[config.mk]
export PLATFORM = sky130hd
export DESIGN_NAME = sdadc_ctrl
export DESIGN_NICKNAME = d
export VERILOG_FILES = /design/src/rtl/sdadc_pkg.sv /design/src/rtl/sdadc_ctrl.sv
export SDC_FILE = /design/constraint.sdc
export NUM_CORES = 1
export LEC_CHECK = 0
export ABC_AREA = 1
export BUFFER_PORTS_ARGS = -buffer_cell sky130_fd_sc_hd__buf_2
export CORE_ASPECT_RATIO = 1.4
export CORE_MARGIN = 2
export CORE_UTILIZATION = 45
export CTS_CLUSTER_SIZE = 30
export DETAILED_ROUTE_END_ITERATION = 7
export GPL_TIMING_DRIVEN = 0
export PLACE_DENSITY = 0.66
export SYNTH_ARGS = -nofsm -noshare
export SYNTH_HDL_FRONTEND = slang
export SYNTH_SLANG_ARGS = --single-unit
[constraint.sdc]
create_clock -name clk_sys -period 2.7 [get_ports clk_sys]
set_input_delay 0 -clock clk_sys [delete_from_list [all_inputs] [get_ports clk_sys]]
set_output_delay 0 -clock clk_sys [all_outputs]
set_load 0.05 [all_outputs]
[src/rtl/sdadc_pkg.sv]
// constants and types for the sigma-delta converter input control
// Contract
// [RL1] auto power-down when idle, up on start
// [RL2] power-down never switches reference off
// [RL3] reference on only while enable set
// [RL4] reference drives pin only when output enabled
// [RL5] external reference only when both cleared
// [RL6] eight input pairs, A5 A6 A7 internal
// [RL7] exactly six gain settings
// [RL8] analog enable disconnects pin digital logic
// [RL9] pair and gain change at decimation
// [RL10] three results after change possibly invalid
// [RL11] delay zero masks until fourth conversion
// [RL12] buffer speed select decodes four settings
// [RL13] one-bit stream averaged into result
// [RL14] comb decimation, ratio up to 1024
// [RL15] done flag set on result, cleared on read
// [RL16] single select: once or continuous
// [RL17] shadow pair and gain load at decimation
package sdadc_pkg;
	localparam int SDADC_RES_W = 16;
	localparam int SDADC_OSR_MAX = 1024;
	localparam int SDADC_ACC_W = 31;
	localparam logic [2:0] SDADC_PAIR_SUPPLY = 3'h5;
	localparam logic [2:0] SDADC_PAIR_TEMP = 3'h6;
	localparam logic [2:0] SDADC_PAIR_SHORT = 3'h7;
	localparam logic [2:0] SDADC_GAIN_MAX = 3'h5;
	localparam logic [1:0] SDADC_SETTLE_CNT = 2'h3;
	localparam logic [2:0] SDADC_START_MASK = 3'h4;
	localparam logic [2:0] SDADC_CNT_RST = 3'h0;
	typedef enum logic [1:0] {
		SDADC_BUF_OFF,
		SDADC_BUF_LOW,
		SDADC_BUF_MED,
		SDADC_BUF_HIGH
	} sdadc_buf_e;
	typedef struct packed {
		logic [2:0] input_pair_select;
		logic [2:0] amp_gain_select;
		logic [1:0] input_buffer_speed;
		logic [1:0] interrupt_delay_select;
	} sdadc_inctl_s;
	typedef enum {
		SDADC_IDLE,
		SDADC_CONV
	} sdadc_state_e;
endpackage

[src/rtl/sdadc_ctrl.sv]
// sigma-delta converter control: power, reference, mux, decimation
`timescale 1ns/1ns
module sdadc_ctrl #(
	parameter int PINS = 8
) (
	input wire logic clk_sys,
	input wire logic rstn,
	input wire logic internal_ref_enable,
	input wire logic ref_output_buffer_enable,
	input wire sdadc_pkg::sdadc_inctl_s input_control_reg,
	input wire logic [PINS-1:0] pin_analog_enable,
	input wire logic conversion_start,
	input wire logic single_conversion_select,
	input wire logic [10:0] osr_select,
	input wire logic mod_bit,
	input wire logic mod_bit_valid,
	input wire logic result_read,
	input wire logic flag_clear,
	output logic conv_power_on,
	output logic ref_gen_on,
	output logic ref_pin_drive,
	output logic ext_ref_accept,
	output logic [2:0] active_pair,
	output logic [2:0] active_gain,
	output logic [3:0] buffer_enable,
	output logic [PINS-1:0] pin_digital_disable,
	output logic [15:0] conversion_result_reg,
	output logic conversion_done_flag,
	output logic conversion_irq,
	output logic result_settling,
	output logic conversion_busy
);
	import sdadc_pkg::*;
	sdadc_state_e state_reg, state_next;
	logic [SDADC_ACC_W-1:0] acc_reg, acc_next;
	logic [10:0] cnt_reg, cnt_next;
	logic [2:0] pair_reg, pair_next, gain_reg, gain_next;
	logic [1:0] settle_reg, settle_next;
	logic [2:0] nconv_reg, nconv_next;
	logic [15:0] res_reg, res_next;
	logic flag_reg, flag_next, irq_reg, irq_next;
	logic [3:0] buf_reg, buf_next;
	logic [PINS-1:0] dis_reg, dis_next;
	logic pwr_reg, rgen_reg, rpin_reg, ext_reg;
	logic pwr_next, rgen_next, rpin_next, ext_next;
	logic busy_reg, busy_next, settling_reg, settling_next;
	logic rearm_reg, rearm_next;
	logic [10:0] osr_eff;
	logic step;
	logic [2:0] gain_req;
	always_comb begin
		osr_eff = (osr_select == 11'h000 || osr_select > 11'h400) ? 11'h400 : osr_select; // [RL14]
		gain_req = (input_control_reg.amp_gain_select > SDADC_GAIN_MAX) ? SDADC_GAIN_MAX
			: input_control_reg.amp_gain_select; // [RL7]
		step = (state_reg == SDADC_CONV) && conversion_start && mod_bit_valid
			&& (cnt_reg == osr_eff - 11'h001);
		state_next = state_reg;
		acc_next = acc_reg;
		cnt_next = cnt_reg;
		pair_next = pair_reg;
		gain_next = gain_reg;
		settle_next = settle_reg;
		nconv_next = nconv_reg;
		res_next = res_reg;
		irq_next = 1'b0;
		flag_next = flag_reg;
		rearm_next = rearm_reg;
		// single mode stays idle until start drops
		if (!conversion_start) begin
			rearm_next = 1'b0; // [RL16]
		end
		if (result_read || flag_clear) begin
			flag_next = 1'b0; // [RL15]
		end
		case (state_reg)
			SDADC_IDLE: begin
				acc_next = '0;
				cnt_next = '0;
				if (conversion_start && !rearm_reg) begin
					state_next = SDADC_CONV; // [RL1]
					nconv_next = SDADC_CNT_RST;
					pair_next = input_control_reg.input_pair_select; // [RL6]
					gain_next = gain_req;
					settle_next = 2'h0;
				end
			end
			SDADC_CONV: begin
				if (!conversion_start) begin
					state_next = SDADC_IDLE; // [RL1]
				end else if (mod_bit_valid) begin
					acc_next = acc_reg + {{(SDADC_ACC_W-1){1'b0}}, mod_bit}; // [RL13]
					cnt_next = cnt_reg + 11'h001;
					if (step) begin
						acc_next = '0;
						cnt_next = '0;
						res_next = acc_reg[15:0] + {15'h0000, mod_bit}; // [RL13]
						flag_next = 1'b1; // [RL15]
						if (nconv_reg != SDADC_START_MASK) begin
							nconv_next = nconv_reg + 3'h1;
						end
						if (settle_reg != 2'h0) begin
							settle_next = settle_reg - 2'h1; // [RL10]
						end
						if (pair_reg != input_control_reg.input_pair_select || gain_reg != gain_req) begin
							pair_next = input_control_reg.input_pair_select; // [RL9] [RL17]
							gain_next = gain_req; // [RL9] [RL17]
							settle_next = SDADC_SETTLE_CNT; // [RL10]
						end
						if ((input_control_reg.interrupt_delay_select != 2'h0
							|| nconv_reg >= SDADC_START_MASK - 3'h1)
							&& (settle_reg == 2'h0 || input_control_reg.interrupt_delay_select
							!= 2'h0)) begin
							irq_next = 1'b1; // [RL11] [RL10]
						end
						if (single_conversion_select) begin
							state_next = SDADC_IDLE; // [RL16]
							rearm_next = 1'b1; // [RL16]
						end
					end
				end
			end
			default: state_next = SDADC_IDLE;
		endcase
		case (sdadc_buf_e'(input_control_reg.input_buffer_speed)) // [RL12]
			SDADC_BUF_OFF: buf_next = 4'h1;
			SDADC_BUF_LOW: buf_next = 4'h2;
			SDADC_BUF_MED: buf_next = 4'h4;
			SDADC_BUF_HIGH: buf_next = 4'h8;
			default: buf_next = 4'h1;
		endcase
		pwr_next = (state_next == SDADC_CONV); // [RL1]
		busy_next = (state_next == SDADC_CONV);
		settling_next = (settle_next != 2'h0); // [RL10]
		rgen_next = internal_ref_enable; // [RL2] [RL3]
		rpin_next = ref_output_buffer_enable; // [RL4]
		ext_next = !internal_ref_enable && !ref_output_buffer_enable; // [RL5]
	end
	genvar g;
	generate
		for (g = 0; g < PINS; g++) begin : g_pin
			assign dis_next[g] = pin_analog_enable[g]; // [RL8]
		end
	endgenerate
	always_ff @(posedge clk_sys or negedge rstn) begin
		if (!rstn) begin
			state_reg <= SDADC_IDLE;
			acc_reg <= '0;
			cnt_reg <= '0;
			pair_reg <= 3'h0;
			gain_reg <= 3'h0;
			settle_reg <= 2'h0;
			nconv_reg <= SDADC_CNT_RST;
			res_reg <= 16'h0000;
			flag_reg <= 1'b0;
			irq_reg <= 1'b0;
			buf_reg <= 4'h1;
			dis_reg <= '0;
			pwr_reg <= 1'b0;
			rgen_reg <= 1'b0;
			rpin_reg <= 1'b0;
			ext_reg <= 1'b0;
			rearm_reg <= 1'b0;
			busy_reg <= 1'b0;
			settling_reg <= 1'b0;
		end else begin
			state_reg <= state_next;
			acc_reg <= acc_next;
			cnt_reg <= cnt_next;
			pair_reg <= pair_next;
			gain_reg <= gain_next;
			settle_reg <= settle_next;
			nconv_reg <= nconv_next;
			res_reg <= res_next;
			flag_reg <= flag_next;
			irq_reg <= irq_next;
			buf_reg <= buf_next;
			dis_reg <= dis_next;
			pwr_reg <= pwr_next;
			rgen_reg <= rgen_next;
			rpin_reg <= rpin_next;
			ext_reg <= ext_next;
			rearm_reg <= rearm_next;
			busy_reg <= busy_next;
			settling_reg <= settling_next;
		end
	end
	assign conv_power_on = pwr_reg;
	assign ref_gen_on = rgen_reg;
	assign ref_pin_drive = rpin_reg;
	assign ext_ref_accept = ext_reg;
	assign active_pair = pair_reg;
	assign active_gain = gain_reg;
	assign buffer_enable = buf_reg;
	assign pin_digital_disable = dis_reg;
	assign conversion_result_reg = res_reg;
	assign conversion_done_flag = flag_reg;
	assign conversion_irq = irq_reg;
	assign result_settling = settling_reg;
	assign conversion_busy = busy_reg;
	chk_ref_follow: assert property (@(posedge clk_sys) disable iff (!rstn)
		internal_ref_enable |=> ref_gen_on) else $error("reference not on"); // [RL3]
	chk_ref_stays: assert property (@(posedge clk_sys) disable iff (!rstn)
		(internal_ref_enable && !conversion_busy) |=> ref_gen_on) else $error("ref dropped"); // [RL2]
	chk_pin_drive: assert property (@(posedge clk_sys) disable iff (!rstn)
		ref_output_buffer_enable |=> ref_pin_drive) else $error("ref pin not driven"); // [RL4]
	chk_ext_ref: assert property (@(posedge clk_sys) disable iff (!rstn)
		ext_ref_accept |-> !ref_gen_on && !ref_pin_drive) else $error("ext ref clash"); // [RL5]
	chk_power_idle: assert property (@(posedge clk_sys) disable iff (!rstn)
		!conversion_start |=> !conv_power_on) else $error("power stays on"); // [RL1]
	chk_gain_range: assert property (@(posedge clk_sys) disable iff (!rstn)
		active_gain <= SDADC_GAIN_MAX) else $error("gain out of range"); // [RL7]
	chk_shadow_hold: assert property (@(posedge clk_sys) disable iff (!rstn)
		(conversion_busy && !step && conversion_start) |=> $stable(active_pair))
		else $error("pair changed off step"); // [RL9]
	chk_flag_set: assert property (@(posedge clk_sys) disable iff (!rstn)
		step |=> conversion_done_flag) else $error("done flag missing"); // [RL15]
	chk_pin_gate: assert property (@(posedge clk_sys) disable iff (!rstn)
		pin_analog_enable[0] |=> pin_digital_disable[0]) else $error("pin not gated"); // [RL8]
	chk_irq_mask: assert property (@(posedge clk_sys) disable iff (!rstn)
		(conversion_irq && input_control_reg.interrupt_delay_select == 2'h0
		&& $stable(input_control_reg.interrupt_delay_select))
		|-> $past(nconv_reg) >= 3'h3) else $error("irq before fourth"); // [RL11]
	chk_single_stop: assert property (@(posedge clk_sys) disable iff (!rstn) // [RL16]
		(step && single_conversion_select) |=> !conversion_busy) else $error("single kept running");
	chk_flag_clear: assert property (@(posedge clk_sys) disable iff (!rstn) // [RL15]
		((result_read || flag_clear) && !step) |=> !conversion_done_flag) else $error("flag kept");
	chk_settle_mark: assert property (@(posedge clk_sys) disable iff (!rstn) // [RL10]
		(step && active_pair != input_control_reg.input_pair_select) |=> result_settling)
		else $error("settling not marked");
	chk_power_busy: assert property (@(posedge clk_sys) disable iff (!rstn) // [RL1]
		conversion_busy |-> conv_power_on) else $error("busy while powered down");
endmodule

==> results.md <==
Run status:
- The run finished with clean final reports.

STA:
- The max-slew violation count came to 0.
- The worst slew margin relative to its limit is roughly 58%.
- The total negative slack is 0 ns.
- Setup violations remaining at the end of the flow were counted as 0.
- The share of the clock period used by the worst path is between 80% and 90%.
- The final number of hold-violating endpoints was 0.
- The final worst clock skew is roughly 0.013 ns.
- The highest attainable clock frequency is about 410 MHz.
- The minimum period implied by the final worst setup slack is 2.419 ns.
- Setup repair after global routing left no endpoint under its margin.
- For the pin with the worst max-slew slack, the measured transition is 0.6265 ns.

Worst setup path:
- The top cell family by delay on the critical path is simple AND/OR/NAND/NOR gates.
- The critical path goes through buf_2 -> nor2_1 -> nand2_1 -> inv_1 -> nand2_4 -> nand2_2 -> nand2_4 -> nand2_2 -> ha_1 -> a21boi_4 -> nand2_1 -> inv_2 -> nand3_1 -> nand2_1 -> inv_2 -> nor2_2 -> nand2_2 -> inv_2 -> nand2_4 -> nand3_1 -> buf_2 -> o22ai_1.
- The library cell contributing the largest single delay on the critical path is a21boi_4.
- The kind of start point of the critical path is a primary input.
- For the worst setup path, the data required time is approximately 2.9 ns.
- The number of buffers and inverters on the critical path is 6.
- The capturing element type of the critical path is a flop.
- Data on the critical path arrives at its endpoint at between 2 and 3 ns.
- The largest driver fanout on the critical path is 10.
- The critical path's largest stage delay is 0.28 ns.
- The path type of the worst setup path is primary input to flop.
- The register-to-register path setup slack is 0.32 ns.

Synthesis:
- By area the synthesized netlist is led by dfrtp_1 (53%), nand2_1 (9.6%), inv_1 (4.4%).
- The area share of the leading cell type in the synthesized netlist is 52.75%.
- The count of different cell masters after synthesis is 41.
- The post-synthesis cell type with the largest combined area is dfrtp_1.
- The post-synthesis register bit count is between 100 and 150.
- The netlist area before placement is approximately 5000 µm².
- The average cell area after synthesis is approximately 9 µm².
- Yosys printed 0 warnings.
- The cell count after synthesis is ~550.
- The sequential area share after synthesis is 53.28%.

Layout:
- The register with the most flip-flops in the layout has 32 of them.
- Relative to the synthesized area, the layout overhead comes to 26.63%.
- The final net count is 749.
- The number of inserted diodes is 0.
- The most common library cell in the layout ignoring fill and taps is nand2_1.
- The top cell types in the final layout, fill and taps aside, are nand2_1 (127), dfrtp_1 (105), buf_2 (85).
- The fraction of layout cells with a size suffix above 1 is around 22%.

Die:
- The die outline area is around 12000 µm².
- The total area inside the core boundary comes to 10810 µm².
- between 80 and 90 I/O pins were placed.
- The starting density of the core is about 46%.
- The die outline width is a little over 90 µm.
- The number of standard-cell rows in the floorplan is 45.
- The die is about 130 µm tall.

CTS:
- The number of H-tree levels is 3.
- In this run the deepest clock path goes through 2 buffers.
- After clock tree synthesis, the clock-pin slew on the worst setup and hold paths is approximately 0.070 ns.
- For the worst-skew pair, the clock arrives at the later sink with an insertion delay of 0.35 ns.
- TritonCTS built the clock tree.
- The tree built by TritonCTS fans out to about 110 sinks.
- The clock buffer count from CTS is 9.
- The root cell of the clock tree is clkbuf_16.

Route:
- The pre-antenna-repair detailed-routing pass consisted of 4 iterations.
- The number of nets with antenna violations after detailed routing is 0.
- Dividing the detail-routed wire length by the instance count gives roughly 12 µm.
- The routed layout has between 4000 and 5000 vias.
- Using the TritonRoute via totals, the vias-per-cell ratio works out to ~4.8.
- The routed design has roughly 11000 µm of wire.
- The initial detailed-routing violation count is between 150 and 200.
- The total DRC errors in the routed layout is 0.

Global routing:
- The initial antenna violation count is 0.
- Entering global routing, the biggest net connects a little over 60 pins.
- The global-route total usage across every layer is a little under a fifth.
- The most congested layer reported by global routing is met2.
- In the global route stage, met3 resource usage came out at roughly 3.5%.
- Global routing consumed, on the met2 layer, approximately a third of the routing resources.
- The total overflow reported by the global router is 0.
- For met1 alone, demand over resource in global routing was a little over a fifth.
- The first global-routing pass estimated ~18000 µm of wire.
- The number of global-route vias before repair came to ~4000.

Power:
- Cell internal power was estimated by the tool at ~0.0025 W.
- The power consumption is roughly 0.0033 W.
- The clock network burns 42.0% of the power.
- The switching share of total power is between 20% and 30%.
- The leakage power summed over all cells is 3.297 nW.
- Dividing total power by cell area gives a power density of between 500 and 600 nW/µm².
- VDD sags by at most 0.5104 mV.
- The net switching power figure is between 0.0007 and 0.0008 W.
- The combinational group share of total power is 8.7%.
- The relative contribution of sequential cells to total power is between 40% and 50%.

Worst hold path:
- The tightest min-delay check is of the primary input to flop type.

Place:
- The final weighted congestion of routability-driven global placement is ~0.9.
- Detailed placement ended at an HPWL of 7612 µm.
- In this run the tool buffered the top-level ports with 80 buffer cells.

Job:
- Max-cap violations in this run came to 0.
[cells by family after synthesis]
| kind of cell | count (synthesis) | share of synthesized area (%) |
|---|---|---|
| AOI/OAI and AO/OA | 73 | 8.491 |
| xor gates and xnor gates | 26 | 4.572 |
| adders and majority gates | 7 | 1.758 |
| buffers and inverters | 78 | 6.255 |
| DFF | 106 | 53.28 |
| muxes | 3 | 0.6029 |
| other | 1 | 0.07529 |
| and+or+nand+nor | 260 | 24.97 |
[power by group through the flow]
stage	sequential [W]	clock, W	combinational (W)
2_1_floorplan	0.00171	0	0.000105
6_report	0.00163	0.00139	0.000289
5_1_grt	0.00164	0.00148	0.000322
4_1_cts	0.00163	0.00143	0.000287
3_3_place_gp	0.00166	0	0.000246
3_5_place_dp	0.00166	0	0.000256
[synth_stat cells, drive strengths merged]
cell	number
dfstp	1
nand2	143
conb	1
o21ai	36
a22oi	1
nand4	8
or2	5
o21bai	1
clkinv	1
o41ai	1
o22ai	8
a21oi	23
and3	2
nor4	2
nor3	8
buf	8
dfrtp	105
nor2	54
mux2i	3
clkbuf	4
o211ai	1
nand3	37
a31o	1
nand3b	1
a21boi	1
xor2	22
ha	7
inv	65
xnor2	4
[path summary, 6_finish.rpt]
path / startpoint / end / cells after the start
max in group asynchronous: rstn / buffer_enable[0]$_DFF_PN1_ / 3
setup reg to reg: state_reg[3]$_DFF_PN0_ / acc_reg[13]$_DFFE_PN0P_ / 14
hold reg to reg: conversion_result_reg[3]$_DFFE_PN0P_ / conversion_result_reg[3]$_DFFE_PN0P_ / 2
setup / recovery: osr_select[0] / acc_reg[13]$_DFFE_PN0P_ / 22
hold / removal: mod_bit / conversion_result_reg[0]$_DFFE_PN0P_ / 4
min in group asynchronous: rstn / conversion_result_reg[8]$_DFFE_PN0P_ / 2
[worst register-to-register path: cells and delay by family, from the launching register on]
family	cells	cell delay [ns]
DFF	1	0.36
buffers and inverters	2	0.36
AOI/OAI and AO/OA	1	0.11
and+or+nand+nor	11	1.42
[routing by layer]
metal	routed length, µm	up-vias
met3	375	13
li1	-	2041
met5	0	-
met1	4444	1945
met4	212	0
met2	5538	88
[metrics by stage]
stage          util, %  instances  hold slack (ns)  area (µm²)  worst slack [ns]
6_report         58.34        849          0.03876        6307            0.2809
5_1_grt          58.34        849          0.04536        6307           0.01035
4_1_cts          58.16        849          0.02204        6287           0.06077
3_5_place_dp     52.73        806          0.06229        5700           -0.1824
3_3_place_gp     52.45        805           0.1080        5670           -0.1316
2_1_floorplan        -        584          -0.2956        5094            0.3837
[area by class of cell]
| cell class | instances | area [µm²] |
|---|---|---|
| Fill cell | 999 | 4503 |
| Inverter | 66 | 247.7 |
| Clock inverter | 6 | 87.58 |
| Sequential cell | 106 | 2654 |
| Buffer | 12 | 66.31 |
| Multi-Input combinational cell | 400 | 2146 |
| Timing Repair Buffer | 108 | 700.7 |
| Clock buffer | 10 | 229.0 |
| Tap cell | 141 | 176.4 |
[timing repair]
action                     4_1_cts  5_1_grt
gates resized for setup          0        8
hold endpoints to repair        71        0
buffers inserted                 0        0
setup endpoints to repair        0       34
hold buffers                    27        0
Power figures use the tool's default switching activity.
